### src/rtl/can_id_pkg.sv
// Purpose: Constants shared by the message buffer identifier word store.
// Assumes: 32 buffers, 16-bit words, one clock at 100 MHz.
// Notes:   Field positions follow the two identifier word layouts.
`default_nettype none

package can_id_pkg;
    localparam int unsigned BUF_COUNT   = 32;
    localparam int unsigned BUF_IDX_W   = 5;
    localparam int unsigned WORD_W      = 16;
    // Word select: which of the two identifier words of a buffer.
    localparam logic        SEL_STD     = 1'h0;
    localparam logic        SEL_EXT     = 1'h1;
    // Standard-identifier word fields.
    localparam int unsigned STD_IDE_BIT = 0;
    localparam int unsigned STD_SRR_BIT = 1;
    localparam int unsigned STD_ID_LO   = 2;
    localparam int unsigned STD_ID_HI   = 12;
    localparam logic [15:0] STD_MASK    = 16'h1fff;
    // Extended-identifier word fields: upper extension bits 17..6 in 11..0.
    localparam int unsigned EXT_ID_LO   = 0;
    localparam int unsigned EXT_ID_HI   = 11;
    localparam logic [15:0] EXT_MASK    = 16'h0fff;
    // Access state machine.
    typedef enum logic [0:0] {ST_IDLE, ST_READ} acc_state_t;
endpackage : can_id_pkg

`default_nettype wire

### src/rtl/can_id_word.sv
// Purpose: One 16-bit identifier word with its implemented-bit mask.
// Assumes: Contents power up unknown; the mask is applied on write and again on read.
// Notes:   Unimplemented bits are written as zero, and the read mask makes them read as zero.
`default_nettype none

module can_id_word
    import can_id_pkg::*;
#(
    parameter logic [15:0] MASK = 16'hffff
) (
    // Clock.
    input  wire logic        clk_sys,
    // Write port.
    input  wire logic        wrEn,
    input  wire logic [15:0] wrData,
    // Stored value.
    output logic      [15:0] word
);
    logic [15:0] store;
    logic [15:0] next_store;

    // Masking on the way in keeps reserved bits at zero from the first write on.
    always_comb begin
        next_store = wrEn ? (wrData & MASK) : store;
    end

    // No reset: the word is buffer memory whose contents start unknown.
    always_ff @(posedge clk_sys) begin
        store <= next_store;
    end

    // Masking again on read keeps unknown power-up bits out of reserved positions.
    assign word = store & MASK;
endmodule : can_id_word

`default_nettype wire

### src/rtl/can_buffer_identifier_words.sv
// Purpose: Identifier words of all message buffers in DMA-reachable buffer RAM.
// Assumes: One memory access per cycle; the engine wins a same-cycle write to a buffer.
// Notes:   Read data is registered, one cycle after the request.
`default_nettype none

module can_buffer_identifier_words
    import can_id_pkg::*;
(
    // Clock and reset.
    input  wire logic                 clk_sys,
    input  wire logic                 rst_n,
    // DMA / software memory port.
    input  wire logic                 memReq,
    input  wire logic                 memWrite,
    input  wire logic [BUF_IDX_W-1:0] memBuf,
    input  wire logic                 memSel,
    input  wire logic [WORD_W-1:0]    memWrData,
    output logic      [WORD_W-1:0]    memRdData,
    output logic                      memRdValid,
    // CAN engine port: reception writes, transmission reads decoded fields.
    input  wire logic                 engWrite,
    input  wire logic [BUF_IDX_W-1:0] engBuf,
    input  wire logic [10:0]          engStdId,
    input  wire logic                 engSrr,
    input  wire logic                 engIde,
    input  wire logic [11:0]          engExtIdHigh,
    input  wire logic [BUF_IDX_W-1:0] txBuf,
    output logic      [10:0]          txStdId,
    output logic                      txRemoteReq,
    output logic                      txExtended,
    output logic      [11:0]          txExtIdHigh
);
    // ***********************************************
    // Word storage
    // ***********************************************
    logic [WORD_W-1:0] stdWord [BUF_COUNT];
    logic [WORD_W-1:0] extWord [BUF_COUNT];
    logic [WORD_W-1:0] engStdWord;
    logic [WORD_W-1:0] engExtWord;

    // Pack the engine's fields into the documented word layout.
    always_comb begin
        engStdWord = '0;
        engStdWord[STD_ID_HI:STD_ID_LO] = engStdId;
        engStdWord[STD_SRR_BIT]         = engSrr;
        engStdWord[STD_IDE_BIT]         = engIde;
        engExtWord = '0;
        engExtWord[EXT_ID_HI:EXT_ID_LO] = engExtIdHigh;
    end

    // One word pair per buffer; the engine wins when both write one buffer.
    for (genvar i = 0; i < BUF_COUNT; i++) begin : g_buf
        logic memHit;
        logic engHit;
        assign memHit = memReq && memWrite && (memBuf == BUF_IDX_W'(i));
        assign engHit = engWrite && (engBuf == BUF_IDX_W'(i));
        // Kept in buffer RAM, addressed by buffer and word select.
        can_id_word #(.MASK(STD_MASK)) u_std (
            .clk_sys (clk_sys),
            .wrEn    (engHit || (memHit && memSel == SEL_STD)),
            .wrData  (engHit ? engStdWord : memWrData),
            .word    (stdWord[i])
        );
        can_id_word #(.MASK(EXT_MASK)) u_ext (
            .clk_sys (clk_sys),
            .wrEn    (engHit || (memHit && memSel == SEL_EXT)),
            .wrData  (engHit ? engExtWord : memWrData),
            .word    (extWord[i])
        );
    end

    // ***********************************************
    // Memory read port
    // ***********************************************
    acc_state_t        state;
    acc_state_t        next_state;
    logic [WORD_W-1:0] next_memRdData;

    // Reads return one cycle later; writes give no answer.
    always_comb begin
        next_memRdData = memRdData;
        next_state     = ST_IDLE;
        if (memReq && !memWrite) begin
            next_state     = ST_READ;
            next_memRdData = (memSel == SEL_STD) ? stdWord[memBuf]
                                                 : extWord[memBuf];
        end
    end

    // The answer path is reset, as are the transmit fields; the stored words keep whatever they hold.
    always_ff @(posedge clk_sys) begin
        if (!rst_n) begin
            state     <= ST_IDLE;
            memRdData <= '0;
        end else begin
            state     <= next_state;
            memRdData <= next_memRdData;
        end
    end

    // The valid flag comes straight from the state, so it stands one cycle for each read request.
    assign memRdValid = (state == ST_READ);

    // ***********************************************
    // Transmit field decode
    // ***********************************************
    logic [10:0] next_txStdId;
    logic        next_txRemoteReq;
    logic        next_txExtended;
    logic [11:0] next_txExtIdHigh;

    // Registered so the engine sees stable fields one cycle after txBuf.
    always_comb begin
        next_txStdId     = stdWord[txBuf][STD_ID_HI:STD_ID_LO];
        next_txRemoteReq = stdWord[txBuf][STD_SRR_BIT];
        next_txExtended  = stdWord[txBuf][STD_IDE_BIT];
        next_txExtIdHigh = extWord[txBuf][EXT_ID_HI:EXT_ID_LO];
    end

    // Reset clears the fields; once it lifts they follow the words, which stay unknown until written.
    always_ff @(posedge clk_sys) begin
        if (!rst_n) begin
            txStdId     <= '0;
            txRemoteReq <= 1'b0;
            txExtended  <= 1'b0;
            txExtIdHigh <= '0;
        end else begin
            txStdId     <= next_txStdId;
            txRemoteReq <= next_txRemoteReq;
            txExtended  <= next_txExtended;
            txExtIdHigh <= next_txExtIdHigh;
        end
    end

    // ***********************************************
    // Assertions
    // ***********************************************
    property p_ext_upper_zero;
        @(posedge clk_sys) disable iff (!rst_n)
        memRdValid && $past(memSel) == SEL_EXT |-> memRdData[15:12] == 4'h0;
    endproperty
    a_ext_upper_zero: assert property (p_ext_upper_zero)
        else $error("Extended word upper bits not zero.");

    property p_std_upper_zero;
        @(posedge clk_sys) disable iff (!rst_n)
        memRdValid |-> memRdData[15:13] == 3'h0;
    endproperty
    a_std_upper_zero: assert property (p_std_upper_zero)
        else $error("Identifier word upper bits not zero.");

    property p_srr_roundtrip;
        @(posedge clk_sys) disable iff (!rst_n)
        memReq && memWrite && memSel == SEL_STD && !engWrite && txBuf == memBuf
        ##1 txBuf == $past(txBuf) |-> ##1 txRemoteReq == $past(memWrData[1], 2);
    endproperty
    a_srr_roundtrip: assert property (p_srr_roundtrip)
        else $error("Remote request flag not taken from bit 1.");

    property p_ide_roundtrip;
        @(posedge clk_sys) disable iff (!rst_n)
        memReq && memWrite && memSel == SEL_STD && !engWrite && txBuf == memBuf
        ##1 txBuf == $past(txBuf) |-> ##1 txExtended == $past(memWrData[0], 2);
    endproperty
    a_ide_roundtrip: assert property (p_ide_roundtrip)
        else $error("Format select not taken from bit 0.");

    // Engine round trips: the word lands at the write edge and the registered
    // transmit fields show it one edge later, as long as txBuf stays put.
    property p_ext_roundtrip;
        @(posedge clk_sys) disable iff (!rst_n)
        engWrite && txBuf == engBuf ##1 txBuf == $past(txBuf)
        |-> ##1 txExtIdHigh == $past(engExtIdHigh, 2);
    endproperty
    a_ext_roundtrip: assert property (p_ext_roundtrip)
        else $error("Extension bits not stored in bits 11 to 0.");

    property p_std_id_roundtrip;
        @(posedge clk_sys) disable iff (!rst_n)
        engWrite && txBuf == engBuf ##1 txBuf == $past(txBuf)
        |-> ##1 txStdId == $past(engStdId, 2);
    endproperty
    a_std_id_roundtrip: assert property (p_std_id_roundtrip)
        else $error("Standard identifier not stored in bits 12 to 2.");

    property p_eng_flags;
        @(posedge clk_sys) disable iff (!rst_n)
        engWrite && txBuf == engBuf ##1 txBuf == $past(txBuf)
        |-> ##1 {txRemoteReq, txExtended} == $past({engSrr, engIde}, 2);
    endproperty
    a_eng_flags: assert property (p_eng_flags)
        else $error("Received flags not stored in bits 1 and 0.");

    property p_read_latency;
        @(posedge clk_sys) disable iff (!rst_n)
        memReq && !memWrite |=> memRdValid;
    endproperty
    a_read_latency: assert property (p_read_latency)
        else $error("Buffer RAM read not answered after one cycle.");

    // Read data must not drift between reads, since software may sample it late.
    property p_rd_data_hold;
        @(posedge clk_sys) disable iff (!rst_n)
        !(memReq && !memWrite) |=> $stable(memRdData);
    endproperty
    a_rd_data_hold: assert property (p_rd_data_hold)
        else $error("Buffer RAM read data changed without a read.");

    property p_write_silent;
        @(posedge clk_sys) disable iff (!rst_n)
        memReq && memWrite |=> !memRdValid;
    endproperty
    a_write_silent: assert property (p_write_silent)
        else $error("Buffer RAM write produced a read answer.");

    // Main scenarios: reads of each word, engine writes, remote frames, collisions.
    c_read_std: cover property (@(posedge clk_sys) memRdValid && $past(memSel) == SEL_STD);
    c_read_ext: cover property (@(posedge clk_sys) memRdValid && $past(memSel) == SEL_EXT);
    c_collision: cover property (@(posedge clk_sys)
        engWrite && memReq && memWrite && engBuf == memBuf);
    c_eng_write: cover property (@(posedge clk_sys) engWrite && engIde);
    c_remote: cover property (@(posedge clk_sys) txRemoteReq && txExtended);
endmodule : can_buffer_identifier_words

`default_nettype wire

### config.mk
export PLATFORM = sky130hd
export DESIGN_NAME = can_buffer_identifier_words
export DESIGN_NICKNAME = d
export VERILOG_FILES = /design/src/rtl/can_id_pkg.sv /design/src/rtl/can_id_word.sv /design/src/rtl/can_buffer_identifier_words.sv
export SDC_FILE = /design/constraint.sdc
export NUM_CORES = 2
export LEC_CHECK = 0
export BUFFER_PORTS_ARGS = -buffer_cell sky130_fd_sc_hd__buf_2
export CORE_MARGIN = 1.5
export CORE_UTILIZATION = 50
export DETAILED_ROUTE_END_ITERATION = 6
export PLACE_DENSITY = 0.74
export SETUP_SLACK_MARGIN = 0.3
export SYNTH_ARGS = -nofsm -noshare
export SYNTH_HDL_FRONTEND = slang
export SYNTH_HIERARCHICAL = 1
export SYNTH_SLANG_ARGS = --single-unit
### constraint.sdc
create_clock -name clk_sys -period 8 [get_ports clk_sys]
set_input_delay 1.6 -clock clk_sys [delete_from_list [all_inputs] [get_ports clk_sys]]
set_output_delay 1.6 -clock clk_sys [all_outputs]
set_load 0.02 [all_outputs]
# ---- After elaboration in Yosys (flattened, before gate mapping)
# Cells that the tools add are included.
dict set report totals {
  register_bits 842
  in_bits 62
  output_inout_bits 42
  wordCells 412
}
dict set report op_classes {
  n_lt_le_gt_ge 2
  n_eq_ne 62
  n_mux 78
  bitwise_logic 3
  reduce_logical 197
}
# cell count
set op_table {}
lappend op_table {{13-bit 2-to-1 mux} 34}
lappend op_table {{12-bit 2-to-1 mux} 34}
lappend op_table {{16-bit binary-select mux with 5-bit select} 4}
lappend op_table {{5-bit equality test (second input constant)} 32}
lappend op_table {{1-bit logical AND} 130}
lappend op_table {{5-bit by 4-bit equality test with 1-bit output (second input constant)} 16}
lappend op_table {{16-bit 2-to-1 mux} 5}
lappend op_table {{1-bit logical OR} 64}
lappend op_table {{5-bit by 3-bit equality test with 1-bit output (second input constant)} 8}
lappend op_table {{5-bit by 2-bit equality test with 1-bit output (second input constant)} 4}
lappend op_table {{6-bit >= comparator (second input constant)} 2}
lappend op_table {{5-bit inverter with 6-bit output} 2}
lappend op_table {{5-bit by 1-bit equality test with 1-bit output (second input constant)} 2}
lappend op_table {{5-bit zero test} 2}
lappend op_table {{1-bit zero test} 1}
lappend op_table {{1-bit 2-to-1 mux} 1}
lappend op_table {{1-bit inverter} 1}

# ---- Longest topological paths before layout
dict set report logic_depth {
  word_depth 5
  mapped_depth 9
  depth_no_buf 5
}

# ---- Cells and area by module
# Netlist, hierarchy kept.
# module n_inst cells_per_inst area_each_um2 seq_area_each_um2
set by_module_without_submodules {}
lappend by_module_without_submodules {can_buffer_identifier_words 1 3685 25743.4 840.8}
lappend by_module_without_submodules {{can_id_word at g_buf[0].u_std ...} 32 17 416.6 390.4}
lappend by_module_without_submodules {{can_id_word at g_buf[0].u_ext ...} 32 17 394.1 360.3}

# ---- Worst setup path after synthesis
# No wires, ideal clock.
dict set report synth_timing {
  path_type {input -> register}
  startpoint {in memBuf[1]}
  endpoint {reg g_buf[26].u_std.store[0] (enable)}
  setup_ns 0.401
  arrival_time_ns 3.780
  required_ns 7.599
  path_slack_ns 3.819
  cell_stages 8
  path_buffers 5
  cell_sequence {buf_4 -> buf_6 -> buf_4 -> buf_4 -> buf_2 -> and2b_1 -> nand2_1 -> o21ai_0}
}
dict set report synth_via {
  elab_chain_cells 4
}
# element line
set synth_lines {}
lappend synth_lines {{from (decl)} can_buffer_identifier_words.sv:15} ;# input wire logic [BUF_IDX_W-1:0] memBuf,
lappend synth_lines {{5-bit equality test} can_buffer_identifier_words.sv:55} ;# assign memHit = memReq && memWrite && (memBuf == BUF_IDX_W'(i));
lappend synth_lines {{1-bit logical AND} can_buffer_identifier_words.sv:55}
lappend synth_lines {{1-bit logical AND} can_buffer_identifier_words.sv:60} ;# .wrEn (engHit || (memHit && memSel == SEL_STD)),
lappend synth_lines {{1-bit logical OR} can_buffer_identifier_words.sv:60}
lappend synth_lines {{to (signal assigned)} can_id_word.sv:29} ;# store <= next_store;
lappend synth_lines {{to (decl)} can_id_word.sv:19} ;# logic [15:0] store;
# Every way passes these cells.
# A chain may end at the register's enable or synchronous reset.

# ---- Worst setup path after layout
dict set report layout_timing {
  startpoint {in memBuf[3]}
  endpoint {reg g_buf[31].u_ext.store[4] (enable)}
}
dict set report layout_via {
  elab_chain_cells 4
}
# element line
set layout_lines {}
lappend layout_lines {{5-bit equality test} can_buffer_identifier_words.sv:55}
lappend layout_lines {{1-bit logical AND} can_buffer_identifier_words.sv:55}
lappend layout_lines {{1-bit logical AND} can_buffer_identifier_words.sv:66} ;# .wrEn (engHit || (memHit && memSel == SEL_EXT)),
lappend layout_lines {{1-bit logical OR} can_buffer_identifier_words.sv:66}
lappend layout_lines {{to (signal assigned)} can_id_word.sv:29}
lappend layout_lines {{to (decl)} can_id_word.sv:19}
# Every way passes these cells.

==> results.py <==
metrics = {
    "sta": {
        "clock.fmax_ghz": 0.208,
        "finalWorstSetupSlack_ps": 3190,
        "rsz0062_at_grt": "false",
        "final.setup_skew_ps": 24.0,
        "tightest_slew_ps": 1400,
        "finalCritPeriodShare_pct": 60.1,
        "finalHoldViolations": 0,
        "max_slew_margin_pct": 6.53,
        "setup_viol": 0,
        "fin_crit_ps": 4810,
        "finalSetupTns_ps": 0,
        "slew_violations": 0,
    },
    "clock_tree": {
        "cts_tree": "built",
        "path_clk_slew_ps": 60,
        "cts_root_buf": "clkbuf_16",
        "cts_sinks": 842,
        "post_cts_buffers": 0,
        "hold_buffers": 0,
        "cts-htree-levels": 3,
        "ctsResizeCount": 0,
        "cts_buffers": 92,
        "clock_latency_ps": 690,
        "clk_path_buf_depth": 3,
    },
    "detailed_routing": {
        "routed_wirelength_um": 186000,
        "wl_per_cell_um": 30.9,
        "vias": 40200,
        "drtIter0Drc": 7429,
        "ant_nets": 0,
        "vias_per_cell": 6.70,
        "drcViolationCount": 0,
        "first_pass_iters": 7,
    },
    "setup_path": {
        "reg2reg_slack_ps": 5580,
        "crit_path_max_fanout": 26,
        "r2r_end": "memRdData[12]",
        "cp-end-kind": "flip-flop",
        "crit_arrival_ps": 5150,
        "ff2ff_path_depth": 5,
        "crit_type": "input port to flip-flop",
        "cp_data_required_time_ps": 8350,
        "crit_end": "g_buf[31].u_ext/store[4]",
        "path_common_cell": "buf_4",
        "r2r-start": "g_buf[23].u_std/store[12]",
        "slowest_stage": "and2_1",
        "startpoint": "memBuf[3]",
        "cp-start-kind": "input port",
        "path_cells": "buf_4 -> buf_4 -> and2_1 -> buf_4 -> nand3_1 -> o21ai_1 -> buf_4",
        "critPathMaxStageDelay_ps": 840,
    },
    "floorplan": {
        "die_w_um": 323,
        "core_area_um2": 101000,
        "placement_rows": 117,
        "start_util_pct": 50.3,
        "die_y_um": 323,
        "ios": 104,
        "die-area_um2": 104000,
    },
    "pwr": {
        "vdd_drop_max_mv": 0.150,
        "power.density_nw_per_um2": 195,
        "power.leakage_nw": 21.0,
    },
    "logic_synthesis": {
        "syn_area_um2": 51100,
        "avgSynthCellArea_um2": 10.9,
        "synth_cells": 4668,
        "ys_warn_count": 6,
    },
    "grt": {
        "grt_pass1_vias": 39000,
        "antenna_found_initial": 9,
        "grt_max_degree": 113,
        "grtUsageTotal_pct": 35.6,
        "grt_pass1_wl_um": 263000,
        "overflow": 0,
    },
    "min_path": {
        "min_path_type": "flip-flop to flip-flop",
        "min-delay-start": "memRdData[5]",
    },
    "job": {
        "max_cap_violations": 0,
    },
    "cells_and_area": {
        "fillerInstances": 8273,
        "finalInstanceArea_um2": 55100,
        "multi_input_area_um2": 23800,
        "area_delta_synth_final_pct": 7.99,
        "post-route-util_pct": 54.3,
        "drive_gt1_share_pct": 20.7,
        "register_area_um2": 24900,
        "final_net_count": 4609,
        "final_cells": 5998,
    },
    "run_status": {
        "status": "finished, final reports clean",
    },
    "placement": {
        "place_area_um2": 52000,
        "dp_slack_ps": 2760,
        "io_buffers": 100,
        "place.gp.congestion": 1.04,
        "dp_cells": 5821,
        "dp_hpwl_um": 118000,
    },
}
power breakdown:
| part | switching [mW] | leakage (nW) | internal (mW) |
|---|---|---|---|
| Sequential | 0.0495 | 7.54 | 4.92 |
| Clock | 1.88 | 1.52 | 2.57 |
| Combinational | 0.850 | 12.0 | 0.477 |
layout make-up:
class	instances	area share (%)
diodes	4	0.0182
clock buffers	111	4.44
clock inverters	62	1.17
inverters	1	0.00681
multi-input cells	3365	43.1
flip-flops and latches	842	45.1
well taps	1368	3.10
repair buffers	245	3.08
stage by stage:
stage,total power [mW],hold WS (ps)
5_1_grt,10.9,507
3_5_place_dp,6.31,458
2_1_floorplan,5.96,587
4_1_cts,10.6,473
6_report,10.8,482
3_3_place_gp,6.28,447
placed cells by master (no fill, tap or decap), drive strengths merged, types with 3 or more instances in the layout:
cell,count
o21ai,72
nand3,16
diode,4
mux2i,161
dfxtp,42
clkinvlp,3
clkinv,44
o22ai,24
buf,245
o221a,8
nor2,44
o211ai,24
o221ai,24
a221oi,16
a221o,8
a211oi,8
o22a,8
a21o,40
bufinv,12
nand2b,6
clkbuf,111
conb,224
a211o,16
nand2,2022
nor2b,55
inv,4
a21oi,8
and2,30
a32oi,16
o2111ai,16
nor3,18
mux2,64
mux4,426
edfxtp,800
sequential cells by signal, indices dropped and copies added (netlist names):
signal,flops
memRdValid,1
txExtended,1
memRdData,16
g_buf.u_ext/store,384
txExtIdHigh,12
txStdId,11
g_buf.u_std/store,416
txRemoteReq,1
worst min-delay path by stage:
| stage | slack [ps] | end | cells after the start |
|---|---|---|---|
| finish | 480 | memRdData[5] | 2 |
| global route | 510 | memRdData[5] | 2 |
| CTS | 470 | memRdData[5] | 2 |
| detailed placement | 460 | memRdData[5] | 2 |
| global placement | 450 | memRdData[5] | 2 |
| floorplan | 590 | memRdData[10] | 2 |
worst max-delay path: cells and delay by family:
family / cells / cell delay [ps]
buf+inv: 4 / 1750
compound gates: 1 / 670
simple gates: 2 / 1070
layer usage:
layer	global-route usage, %	up-vias	wire length (µm)
li1	-	16000	-
met1	42.3	19200	56500
met2	51.6	3960	78600
met3	14.7	1051	33400
met4	26.5	21	16700
met5	1.85	-	345
(Power assumes the default switching activity.)
